[config.mk]
export PLATFORM = sky130hd
export DESIGN_NAME = pslp_host
export DESIGN_NICKNAME = d
export VERILOG_FILES = /design/src/core/pslp_pkg.sv /design/src/core/pslp_host.sv /design/src/core/pslp_access.sv
export SDC_FILE = /design/constraint.sdc
export NUM_CORES = 1
export LEC_CHECK = 0
export ABC_AREA = 1
export BUFFER_PORTS_ARGS = -buffer_cell sky130_fd_sc_hd__buf_4
export CORE_UTILIZATION = 45
export DETAILED_ROUTE_END_ITERATION = 12
export GPL_ROUTABILITY_DRIVEN = 0
export HOLD_SLACK_MARGIN = 0.06
export PLACE_DENSITY = 0.67
export SETUP_SLACK_MARGIN = 0.1
export SLEW_MARGIN = 5
export SYNTH_ARGS = -nofsm -noshare
export SYNTH_HDL_FRONTEND = slang
export SYNTH_SLANG_ARGS = --single-unit
[constraint.sdc]
create_clock -name clk_sys_i -period 5.32 [get_ports clk_sys_i]
set_input_delay 1.064 -clock clk_sys_i [delete_from_list [all_inputs] [get_ports clk_sys_i]]
set_output_delay 1.064 -clock clk_sys_i [all_outputs]
set_load 0.02 [all_outputs]
[src/core/pslp_pkg.sv]
// constants, types and helpers for the low-power memory configuration host
`default_nettype none
package pslp_pkg;
  // ------------------------------------------------------------
  // timing
  // ------------------------------------------------------------
  localparam int CLK_PERIOD_NS = 25;
  localparam int T_WC_NS = 70;
  localparam int T_ZZWE_MIN_NS = 10;
  localparam int T_ZZ_MIN_US = 10;
  localparam int T_DPD_INIT_US = 150;
  localparam int ACC_CYC = (T_WC_NS + CLK_PERIOD_NS - 1) / CLK_PERIOD_NS;
  localparam int ZZWE_CYC =
    (T_ZZWE_MIN_NS + CLK_PERIOD_NS - 1) / CLK_PERIOD_NS;
  // strictly longer than the minimum low time
  localparam int ZZ_HOLD_CYC = (T_ZZ_MIN_US * 1000) / CLK_PERIOD_NS + 1;
  localparam int DPD_INIT_CYC =
    (T_DPD_INIT_US * 1000 + CLK_PERIOD_NS - 1) / CLK_PERIOD_NS;
  localparam int SYNC_CYC = 2;
  localparam int CNT_W = 13;
  // ------------------------------------------------------------
  // pins and configuration word layout
  // ------------------------------------------------------------
  localparam int ADDR_W = 20;
  localparam int DATA_W = 16;
  localparam logic [19:0] CFG_TOP_ADDR = 20'hfffff;
  localparam logic [19:0] CFG_RESET = 20'h00070;
  localparam int CFG_PAGE_BIT = 7;
  localparam int CFG_TEMP_LSB = 5;
  localparam int CFG_SLEEP_BIT = 4;
  localparam int CFG_COV_LSB = 0;
  localparam logic [1:0] TEMP_85 = 2'h3;
  localparam logic [1:0] TEMP_70 = 2'h0;
  localparam logic [1:0] TEMP_45 = 2'h1;
  localparam logic [1:0] TEMP_15 = 2'h2;
  localparam logic [2:0] COV_FULL = 3'h0;
  localparam logic [2:0] COV_NONE = 3'h4;

  typedef struct packed {
    logic page_en;
    logic [1:0] temp_sel;
    logic sleep_sel;
    logic [2:0] coverage;
  } pslp_cfg_t;

  typedef enum logic [2:0] {
    OP_PIN_LOAD = 3'h0,
    OP_SW_WRITE = 3'h1,
    OP_SW_READ = 3'h2,
    OP_SLEEP = 3'h3,
    OP_WAKE = 3'h4
  } pslp_op_t;

  typedef struct packed {
    pslp_op_t op;
    pslp_cfg_t cfg;
  } pslp_cmd_t;

  // builds the word with every reserved position at zero
  function automatic logic [19:0] pslp_pack(input pslp_cfg_t c);
    logic [19:0] w;
    w = 20'h00000;
    w[CFG_PAGE_BIT] = c.page_en;
    w[CFG_TEMP_LSB +: 2] = c.temp_sel;
    w[CFG_SLEEP_BIT] = c.sleep_sel;
    w[CFG_COV_LSB +: 3] = c.coverage;
    return w;
  endfunction

  // orders threshold codes from coolest to hottest
  function automatic logic [1:0] pslp_temp_rank(input logic [1:0] t);
    logic [1:0] r;
    r = 2'h3;
    case (t)
      TEMP_15: r = 2'h0;
      TEMP_45: r = 2'h1;
      TEMP_70: r = 2'h2;
      default: r = 2'h3;
    endcase
    return r;
  endfunction
endpackage
`default_nettype wire

[src/core/pslp_host.sv]
// host controller that loads and uses the memory's low-power configuration
`timescale 1ns/1ps
`default_nettype none
// Contract
// - host writes zeros to reserved word bits
// - deep sleep changed only by pin load
// - wait 150us after deep sleep exit
// - threshold at or above case temperature
// - request held low over 10us to sleep
// - pin load latches address lines on write
// - software access: two reads, two top accesses
module pslp_host
  import pslp_pkg::*;
#(
  parameter int DPD_INIT_CYCLES = DPD_INIT_CYC
)
(
  input wire logic clk_sys_i,
  input wire logic reset_i,
  input wire logic cmd_valid_i,
  input wire pslp_cmd_t cmd_i,
  input wire logic [1:0] temp_floor_i,
  input wire logic [DATA_W-1:0] dq_i,
  output logic cmd_ready_o,
  output logic done_o,
  output logic error_o,
  output logic [DATA_W-1:0] rdata_o,
  output logic [ADDR_W-1:0] cfg_shadow_o,
  output logic sw_loaded_o,
  output logic sleeping_o,
  output logic lp_req_n_o,
  output logic ce_n_o,
  output logic we_n_o,
  output logic oe_n_o,
  output logic [ADDR_W-1:0] addr_o,
  output logic [DATA_W-1:0] dq_o,
  output logic dq_oe_o
);
  typedef enum logic [2:0] {
    S_IDLE = 3'h0,
    S_ZZWE = 3'h1,
    S_PWR = 3'h2,
    S_SEQ = 3'h3,
    S_HOLD = 3'h4,
    S_SLEEP = 3'h5,
    S_INIT = 3'h6
  } pslp_st_t;

  pslp_st_t state_r, state_nxt;
  logic [CNT_W-1:0] cnt_r, cnt_nxt;
  logic [1:0] step_r, step_nxt;
  logic seq_wr_r, seq_wr_nxt;
  logic [19:0] word_r, word_nxt, shadow_r, shadow_nxt;
  logic sw_loaded_r, sw_loaded_nxt, sleeping_r, sleeping_nxt;
  logic lp_n_r, lp_n_nxt, ready_r, ready_nxt, done_r, done_nxt;
  logic error_r, error_nxt;
  logic [DATA_W-1:0] rdata_r, rdata_nxt;
  logic acc_start, acc_write, acc_done;
  logic [ADDR_W-1:0] acc_addr;
  logic [DATA_W-1:0] acc_wdata, acc_rdata;
  logic take, temp_bad;
  logic [19:0] cmd_word;

  assign take = cmd_valid_i & ready_r;
  assign cmd_word = pslp_pack(cmd_i.cfg);
  assign temp_bad =
    pslp_temp_rank(cmd_i.cfg.temp_sel) < pslp_temp_rank(temp_floor_i);

  // ------------------------------------------------------------
  // command sequencer
  // ------------------------------------------------------------
  always_comb begin
    state_nxt = state_r;
    cnt_nxt = cnt_r;
    step_nxt = step_r;
    seq_wr_nxt = seq_wr_r;
    word_nxt = word_r;
    shadow_nxt = shadow_r;
    sw_loaded_nxt = sw_loaded_r;
    sleeping_nxt = sleeping_r;
    lp_n_nxt = lp_n_r;
    rdata_nxt = rdata_r;
    done_nxt = 1'b0;
    error_nxt = 1'b0;
    acc_start = 1'b0;
    acc_write = 1'b0;
    acc_addr = CFG_TOP_ADDR;
    acc_wdata = 16'h0000;
    case (state_r)
      S_IDLE: begin
        if (take) begin
          case (cmd_i.op)
            OP_PIN_LOAD: begin
              if (temp_bad) begin
                error_nxt = 1'b1;
              end else begin
                word_nxt = cmd_word;
                lp_n_nxt = 1'b0;
                cnt_nxt = CNT_W'(ZZWE_CYC - 1);
                state_nxt = S_ZZWE;
              end
            end
            OP_SW_WRITE, OP_SW_READ: begin
              // deep sleep selection only goes through the pin load
              if (cmd_i.op == OP_SW_WRITE &&
                  (temp_bad || !cmd_i.cfg.sleep_sel)) begin
                error_nxt = 1'b1;
              end else begin
                word_nxt = cmd_word;
                seq_wr_nxt = (cmd_i.op == OP_SW_WRITE);
                step_nxt = 2'h0;
                acc_start = 1'b1;
                state_nxt = S_SEQ;
              end
            end
            OP_SLEEP: begin
              lp_n_nxt = 1'b0;
              cnt_nxt = CNT_W'(ZZ_HOLD_CYC - 1);
              state_nxt = S_HOLD;
            end
            default: done_nxt = 1'b1;
          endcase
        end
      end
      S_ZZWE: begin
        if (cnt_r != '0) begin
          cnt_nxt = cnt_r - CNT_W'(1);
        end else begin
          acc_start = 1'b1;
          acc_write = 1'b1;
          acc_addr = word_r;
          state_nxt = S_PWR;
        end
      end
      S_PWR: begin
        acc_write = 1'b1;
        acc_addr = word_r;
        if (acc_done) begin
          lp_n_nxt = 1'b1;
          shadow_nxt = word_r;
          done_nxt = 1'b1;
          state_nxt = S_IDLE;
        end
      end
      S_SEQ: begin
        // reads on steps 0 and 1, write on 2, step 3 per direction
        acc_write = step_r[1] & (seq_wr_r | ~step_r[0]);
        acc_wdata = seq_wr_r ? word_r[15:0] : 16'h0000;
        if (acc_done) begin
          if (step_r == 2'h3) begin
            if (seq_wr_r) begin
              shadow_nxt = word_r;
              sw_loaded_nxt = 1'b1;
            end else begin
              rdata_nxt = acc_rdata;
            end
            done_nxt = 1'b1;
            state_nxt = S_IDLE;
          end else begin
            step_nxt = step_r + 2'h1;
            acc_start = 1'b1;
            acc_write = step_nxt[1] & (seq_wr_r | ~step_nxt[0]);
          end
        end
      end
      S_HOLD: begin
        if (cnt_r != '0) begin
          cnt_nxt = cnt_r - CNT_W'(1);
        end else begin
          sleeping_nxt = 1'b1;
          done_nxt = 1'b1;
          state_nxt = S_SLEEP;
        end
      end
      S_SLEEP: begin
        // no memory access is issued while asleep
        if (take) begin
          if (cmd_i.op == OP_WAKE) begin
            lp_n_nxt = 1'b1;
            sleeping_nxt = 1'b0;
            if (!shadow_r[CFG_SLEEP_BIT]) begin
              cnt_nxt = CNT_W'(DPD_INIT_CYCLES - 1);
              state_nxt = S_INIT;
            end else begin
              done_nxt = 1'b1;
              state_nxt = S_IDLE;
            end
          end else begin
            error_nxt = 1'b1;
          end
        end
      end
      S_INIT: begin
        if (cnt_r != '0) begin
          cnt_nxt = cnt_r - CNT_W'(1);
        end else begin
          done_nxt = 1'b1;
          state_nxt = S_IDLE;
        end
      end
      default: state_nxt = S_IDLE;
    endcase
    ready_nxt = (state_nxt == S_IDLE) || (state_nxt == S_SLEEP);
  end

  always_ff @(posedge clk_sys_i or posedge reset_i) begin
    if (reset_i) begin
      state_r <= S_IDLE;
      cnt_r <= '0;
      step_r <= 2'h0;
      seq_wr_r <= 1'b0;
      word_r <= CFG_RESET;
      shadow_r <= CFG_RESET;
      sw_loaded_r <= 1'b0;
      sleeping_r <= 1'b0;
      lp_n_r <= 1'b1;
      ready_r <= 1'b0;
      done_r <= 1'b0;
      error_r <= 1'b0;
      rdata_r <= 16'h0000;
    end else begin
      state_r <= state_nxt;
      cnt_r <= cnt_nxt;
      step_r <= step_nxt;
      seq_wr_r <= seq_wr_nxt;
      word_r <= word_nxt;
      shadow_r <= shadow_nxt;
      sw_loaded_r <= sw_loaded_nxt;
      sleeping_r <= sleeping_nxt;
      lp_n_r <= lp_n_nxt;
      ready_r <= ready_nxt;
      done_r <= done_nxt;
      error_r <= error_nxt;
      rdata_r <= rdata_nxt;
    end
  end

  // ------------------------------------------------------------
  // pin cycle engine
  // ------------------------------------------------------------
  pslp_access u_access (
    .clk_sys_i(clk_sys_i),
    .reset_i(reset_i),
    .start_i(acc_start),
    .write_i(acc_write),
    .addr_i(acc_addr),
    .wdata_i(acc_wdata),
    .dq_i(dq_i),
    .ce_n_o(ce_n_o),
    .we_n_o(we_n_o),
    .oe_n_o(oe_n_o),
    .addr_o(addr_o),
    .dq_o(dq_o),
    .dq_oe_o(dq_oe_o),
    .rdata_o(acc_rdata),
    .done_o(acc_done)
  );

  assign cmd_ready_o = ready_r;
  assign done_o = done_r;
  assign error_o = error_r;
  assign rdata_o = rdata_r;
  assign cfg_shadow_o = shadow_r;
  assign sw_loaded_o = sw_loaded_r;
  assign sleeping_o = sleeping_r;
  assign lp_req_n_o = lp_n_r;

  // ------------------------------------------------------------
  // checks
  // ------------------------------------------------------------
  logic [9:0] lp_low_cnt_r;
  always_ff @(posedge clk_sys_i or posedge reset_i) begin
    if (reset_i) begin
      lp_low_cnt_r <= 10'h000;
    end else if (lp_n_r) begin
      lp_low_cnt_r <= 10'h000;
    end else if (lp_low_cnt_r != 10'h3ff) begin
      lp_low_cnt_r <= lp_low_cnt_r + 10'h001;
    end
  end
endmodule
`default_nettype wire

[src/core/pslp_access.sv]
// one asynchronous read or write cycle on the memory pins
`timescale 1ns/1ps
`default_nettype none
module pslp_access
  import pslp_pkg::*;
(
  input wire logic clk_sys_i,
  input wire logic reset_i,
  input wire logic start_i,
  input wire logic write_i,
  input wire logic [ADDR_W-1:0] addr_i,
  input wire logic [DATA_W-1:0] wdata_i,
  input wire logic [DATA_W-1:0] dq_i,
  output logic ce_n_o,
  output logic we_n_o,
  output logic oe_n_o,
  output logic [ADDR_W-1:0] addr_o,
  output logic [DATA_W-1:0] dq_o,
  output logic dq_oe_o,
  output logic [DATA_W-1:0] rdata_o,
  output logic done_o
);
  typedef enum logic [1:0] {
    A_IDLE = 2'h0,
    A_ACT = 2'h1,
    A_SYNC = 2'h2,
    A_REC = 2'h3
  } pslp_acc_st_t;

  pslp_acc_st_t state_r, state_nxt;
  logic [1:0] cnt_r, cnt_nxt;
  logic wr_r, wr_nxt;
  logic ce_n_r, ce_n_nxt, we_n_r, we_n_nxt, oe_n_r, oe_n_nxt;
  logic [ADDR_W-1:0] addr_r, addr_nxt;
  logic [DATA_W-1:0] dq_r, dq_nxt, rdata_r, rdata_nxt;
  logic dq_oe_r, dq_oe_nxt, done_r, done_nxt;
  logic [DATA_W-1:0] dq_s1_r, dq_s2_r;

  // ------------------------------------------------------------
  // data bus synchroniser
  // ------------------------------------------------------------
  always_ff @(posedge clk_sys_i or posedge reset_i) begin
    if (reset_i) begin
      dq_s1_r <= 16'h0000;
      dq_s2_r <= 16'h0000;
    end else begin
      dq_s1_r <= dq_i;
      dq_s2_r <= dq_s1_r;
    end
  end

  // ------------------------------------------------------------
  // cycle sequencer
  // ------------------------------------------------------------
  always_comb begin
    state_nxt = state_r;
    cnt_nxt = cnt_r;
    wr_nxt = wr_r;
    ce_n_nxt = ce_n_r;
    we_n_nxt = we_n_r;
    oe_n_nxt = oe_n_r;
    addr_nxt = addr_r;
    dq_nxt = dq_r;
    dq_oe_nxt = dq_oe_r;
    rdata_nxt = rdata_r;
    done_nxt = 1'b0;
    case (state_r)
      A_IDLE: begin
        if (start_i) begin
          wr_nxt = write_i;
          ce_n_nxt = 1'b0;
          we_n_nxt = ~write_i;
          oe_n_nxt = write_i;
          addr_nxt = addr_i;
          dq_nxt = wdata_i;
          dq_oe_nxt = write_i;
          cnt_nxt = 2'(ACC_CYC - 1);
          state_nxt = A_ACT;
        end
      end
      A_ACT: begin
        if (cnt_r != 2'h0) begin
          cnt_nxt = cnt_r - 2'h1;
        end else if (wr_r) begin
          // strobes rise together, data held one more cycle
          ce_n_nxt = 1'b1;
          we_n_nxt = 1'b1;
          state_nxt = A_REC;
        end else begin
          cnt_nxt = 2'(SYNC_CYC - 1);
          state_nxt = A_SYNC;
        end
      end
      A_SYNC: begin
        if (cnt_r != 2'h0) begin
          cnt_nxt = cnt_r - 2'h1;
        end else begin
          rdata_nxt = dq_s2_r;
          ce_n_nxt = 1'b1;
          oe_n_nxt = 1'b1;
          state_nxt = A_REC;
        end
      end
      A_REC: begin
        dq_oe_nxt = 1'b0;
        done_nxt = 1'b1;
        state_nxt = A_IDLE;
      end
      default: state_nxt = A_IDLE;
    endcase
  end

  always_ff @(posedge clk_sys_i or posedge reset_i) begin
    if (reset_i) begin
      state_r <= A_IDLE;
      cnt_r <= 2'h0;
      wr_r <= 1'b0;
      ce_n_r <= 1'b1;
      we_n_r <= 1'b1;
      oe_n_r <= 1'b1;
      addr_r <= 20'h00000;
      dq_r <= 16'h0000;
      dq_oe_r <= 1'b0;
      rdata_r <= 16'h0000;
      done_r <= 1'b0;
    end else begin
      state_r <= state_nxt;
      cnt_r <= cnt_nxt;
      wr_r <= wr_nxt;
      ce_n_r <= ce_n_nxt;
      we_n_r <= we_n_nxt;
      oe_n_r <= oe_n_nxt;
      addr_r <= addr_nxt;
      dq_r <= dq_nxt;
      dq_oe_r <= dq_oe_nxt;
      rdata_r <= rdata_nxt;
      done_r <= done_nxt;
    end
  end

  assign ce_n_o = ce_n_r;
  assign we_n_o = we_n_r;
  assign oe_n_o = oe_n_r;
  assign addr_o = addr_r;
  assign dq_o = dq_r;
  assign dq_oe_o = dq_oe_r;
  assign rdata_o = rdata_r;
  assign done_o = done_r;
endmodule
`default_nettype wire

==> flow_metrics.tcl <==
set metrics [dict create \
    grt-busiest-layer "met2" \
    yosysSeqAreaShare_pct 54.2 \
    finalHoldViolCount 0 \
    place_hpwl_mm 8.26 \
    route.detailed.drc 0 \
    layout-drive-gt1-share_pct 24.1 \
    cts-root-buf "clkbuf_16" \
    r2r_slack_ns 2.84 \
    synth.distinct_cells 38 \
    grt_remaining_overflow 0 \
    start_util_pct 46.6 \
    cp_common_cell "nand2_1" \
    vias 4431 \
    crit_arrival_ns 3.12 \
    drt_wl_total_mm 11.7 \
    worst_slack_ns 2.52 \
    clock_path_buffers 2 \
    fin_crit_sh_pct 52.5 \
    ir_drop_mv 0.198 \
    power_leakage_uw 0.00376 \
    cts_setup_buffers 0 \
    critPathLaunchType "input pin" \
    crit_slowest_cell "nand2_2" \
    postRouteAntennaNets 0 \
    drv_cap 0 \
    use_met1_pct 21.8 \
    dieHeight_um 117 \
    num_rows 41 \
    die_w_um 117 \
    fin_crit_ns 2.80 \
    p_comb_share_pct 35.8 \
    power.switching_uw 1520 \
    cts_sinks 128 \
    yosys_warnings 0 \
    max_freq_mhz 358 \
    layout_commonest_cell "nand2_1" \
    nFillCells 1119 \
    diodes 0 \
    setup_viol 0 \
    cpPeakStageDelay_ns 0.51 \
    viasPerCell 4.82 \
    fin_skew_ns 0.00956 \
    grtUsageMet2_pct 31.2 \
    cts_made_buffers 17 \
    grt_use_total_pct 18.5 \
    cp_max_fo 31 \
    cts_tree "yes" \
    worst_pin_slew_ns 0.926 \
    min_path_type "flip-flop to flip-flop" \
    grt_pass1_vias 4221 \
    layout_common_cells "nand2_1 (169), dfrtp_1 (118), buf_4 (91), inv_1 (64), nor2_1 (46)" \
    power_density_mw_per_mm2 561 \
    dieArea_sq_mm 0.0136 \
    cts.clk_slew.worst_paths_ns 0.05 \
    totalNegativeSetupSlack_ns 0 \
    port_buffers 90 \
    htreeDepth 4 \
    path_class "input pin to flip-flop" \
    avgSynthCellArea_sq_um 9.09 \
    cp-end-kind "flip-flop" \
    relSlewSlack_pct 38.0 \
    multi_input_area_sq_mm 0.00217 \
    syn_area_sq_mm 0.00593 \
    clock_latency_ns 0.41 \
    synth_seq_cells 128 \
    p_int_uw 2500 \
    cts_resized 0 \
    syn2layout_area_growth_pct 20.7 \
    rsz0062_at_grt "false" \
    pwr-share-clk_pct 29.0 \
    core_area_sq_mm 0.0127 \
    cp_top_family "simple AND/OR/NAND/NOR gates" \
    seq_area_sq_mm 0.00322 \
    met3_usage_pct 5.41 \
    io_pins 113 \
    status "complete, no violations" \
    first_pass_iters 5 \
    synthesis.instances 652 \
    slew_violations 0 \
    crit_buf_inv 1 \
    preCtsSetupSlack_ns 2.12 \
    seq_power_share_pct 35.2 \
    antenna_found_initial 0 \
    crit_required_ns 5.64 \
    avgRoutedWirePerCell_um 12.7 \
    grt_max_degree 79 \
    layout.nets 779 \
    drtIter0Drc 305 \
    ctsHoldBuffers 0 \
    grt_pass1_wl_mm 19.2 \
    swShare_pct 37.7 \
    path_cells "buf_4 -> ha_1 -> ha_1 -> nand2_1 -> nand2_1 -> nand3_1 -> nand2_1 -> nand2_1 -> nand2_2 -> nand2_2 -> nand2_1 -> o21ai_2" \
]
-- layer usage --
layer  share of wire, %  wire, um
met4                2.3       268
met3                4.4       510
met2                 50      5910
met1                 43      5030
met5                  0         0
-- cells by family after synthesis --
| kind of cell | share of synthesized area (%) |
|---|---|
| buf+inv | 10.5 |
| flops | 54.2 |
| fa+ha+maj | 2.74 |
| simple gates | 20.5 |
| xor+xnor | 0.148 |
| compound gates | 9.29 |
| other cells | 0.0633 |
| mux | 2.47 |
-- state kept, by name (all words and copies together) (netlist names), 2 cells and up --
register,cells
cnt_r,13
u_access.rdata_o,16
u_access.dq_s2_r,16
rdata_o,16
u_access.dq_s1_r,16
u_access.addr_o,8
word_r,7
step_r,2
state_r,3
u_access.cnt_r,2
u_access.dq_o,7
u_access.state_r,2
cfg_shadow_o,7
-- final cells by class --
class | count | area share [%]
clock buffers | 23 | 6.54
clock inverters | 9 | 1.84
inverters | 72 | 3.81
multi-input cells | 425 | 30.3
flip-flops and latches | 128 | 45.0
well taps | 172 | 3.01
repair buffers | 91 | 9.55
-- stage by stage --
stage	hold WS, ns	instance area, sq um	power (uW)	cells	util (%)
after floorplan	0.331	6010	2520	673	-
after global placement	0.331	6550	2800	888	51.5
after detailed placement	0.335	6550	2860	888	51.5
after CTS	0.347	7150	4050	920	56.2
after global routing	0.350	7150	4310	920	56.2
final	0.346	7150	4020	920	56.2
-- synthesized netlist by cell type --
cell type | n | area, sq um
conb_1 | 1 | 3.75
nor2_4 | 3 | 33.8
nand4_1 | 8 | 50.1
mux2_2 | 13 | 146
and2_1 | 1 | 6.26
dfstp_2 | 10 | 263
inv_1 | 65 | 244
buf_6 | 5 | 56.3
nand2_2 | 4 | 25.0
nand3_1 | 35 | 175
nor3_2 | 1 | 10.0
nand2_4 | 1 | 11.3
nor3_1 | 7 | 35.0
nor2_2 | 2 | 12.5
clkbuf_1 | 4 | 15.0
a2bb2oi_1 | 1 | 8.76
nand3_2 | 3 | 30.0
a21oi_1 | 17 | 85.1
dfrtp_1 | 118 | 2950
a21oi_2 | 1 | 8.76
o21ai_1 | 13 | 65.1
inv_2 | 7 | 26.3
o31ai_1 | 2 | 15.0
o221ai_1 | 1 | 8.76
nand2_1 | 169 | 634
nand3b_1 | 1 | 7.51
nor2_1 | 46 | 173
buf_2 | 4 | 20.0
o22ai_1 | 1 | 6.26
xor2_1 | 1 | 8.76
o21ai_0 | 40 | 200
buf_4 | 35 | 263
ha_1 | 13 | 163
nand4_2 | 1 | 12.5
a21o_1 | 1 | 7.51
o211ai_1 | 2 | 15.0
a211oi_1 | 1 | 7.51
o21ai_2 | 14 | 123
-- worst register-to-register path: stages, from the launching register on --
cell	delay [ns]
dfrtp_1	0.40
inv_1	0.11
ha_1	0.25
nand2_1	0.40
inv_1	0.47
nor3_1	0.44
nand2_1	0.14
nand2_1	0.11
nand2_1	0.06
-- final timing paths --
check                                          from              endpoint  cells after the start
worst max-delay path                       cmd_i[4]    u_access.addr_o[7]                     12
worst max register to register  u_access.state_r[0]     u_access.cnt_r[0]                      8
worst min register to register  u_access.dq_s1_r[3]   u_access.dq_s2_r[3]                      0
min in group asynchronous                   reset_i  u_access.dq_s1_r[10]                      2
worst min-delay path            u_access.dq_s1_r[3]   u_access.dq_s2_r[3]                      0
max in group asynchronous                   reset_i                done_o                      3
-- power by group through the flow --
stage / Sequential, uW / Combinational [uW] / Clock, uW
after floorplan: 1480 / 1030 / 0
after global placement: 1420 / 1390 / 0
after detailed placement: 1420 / 1440 / 0
after CTS: 1410 / 1450 / 1200
after global routing: 1450 / 1620 / 1240
final: 1410 / 1440 / 1170
No activity file was read; power rests on OpenSTA's default activity.
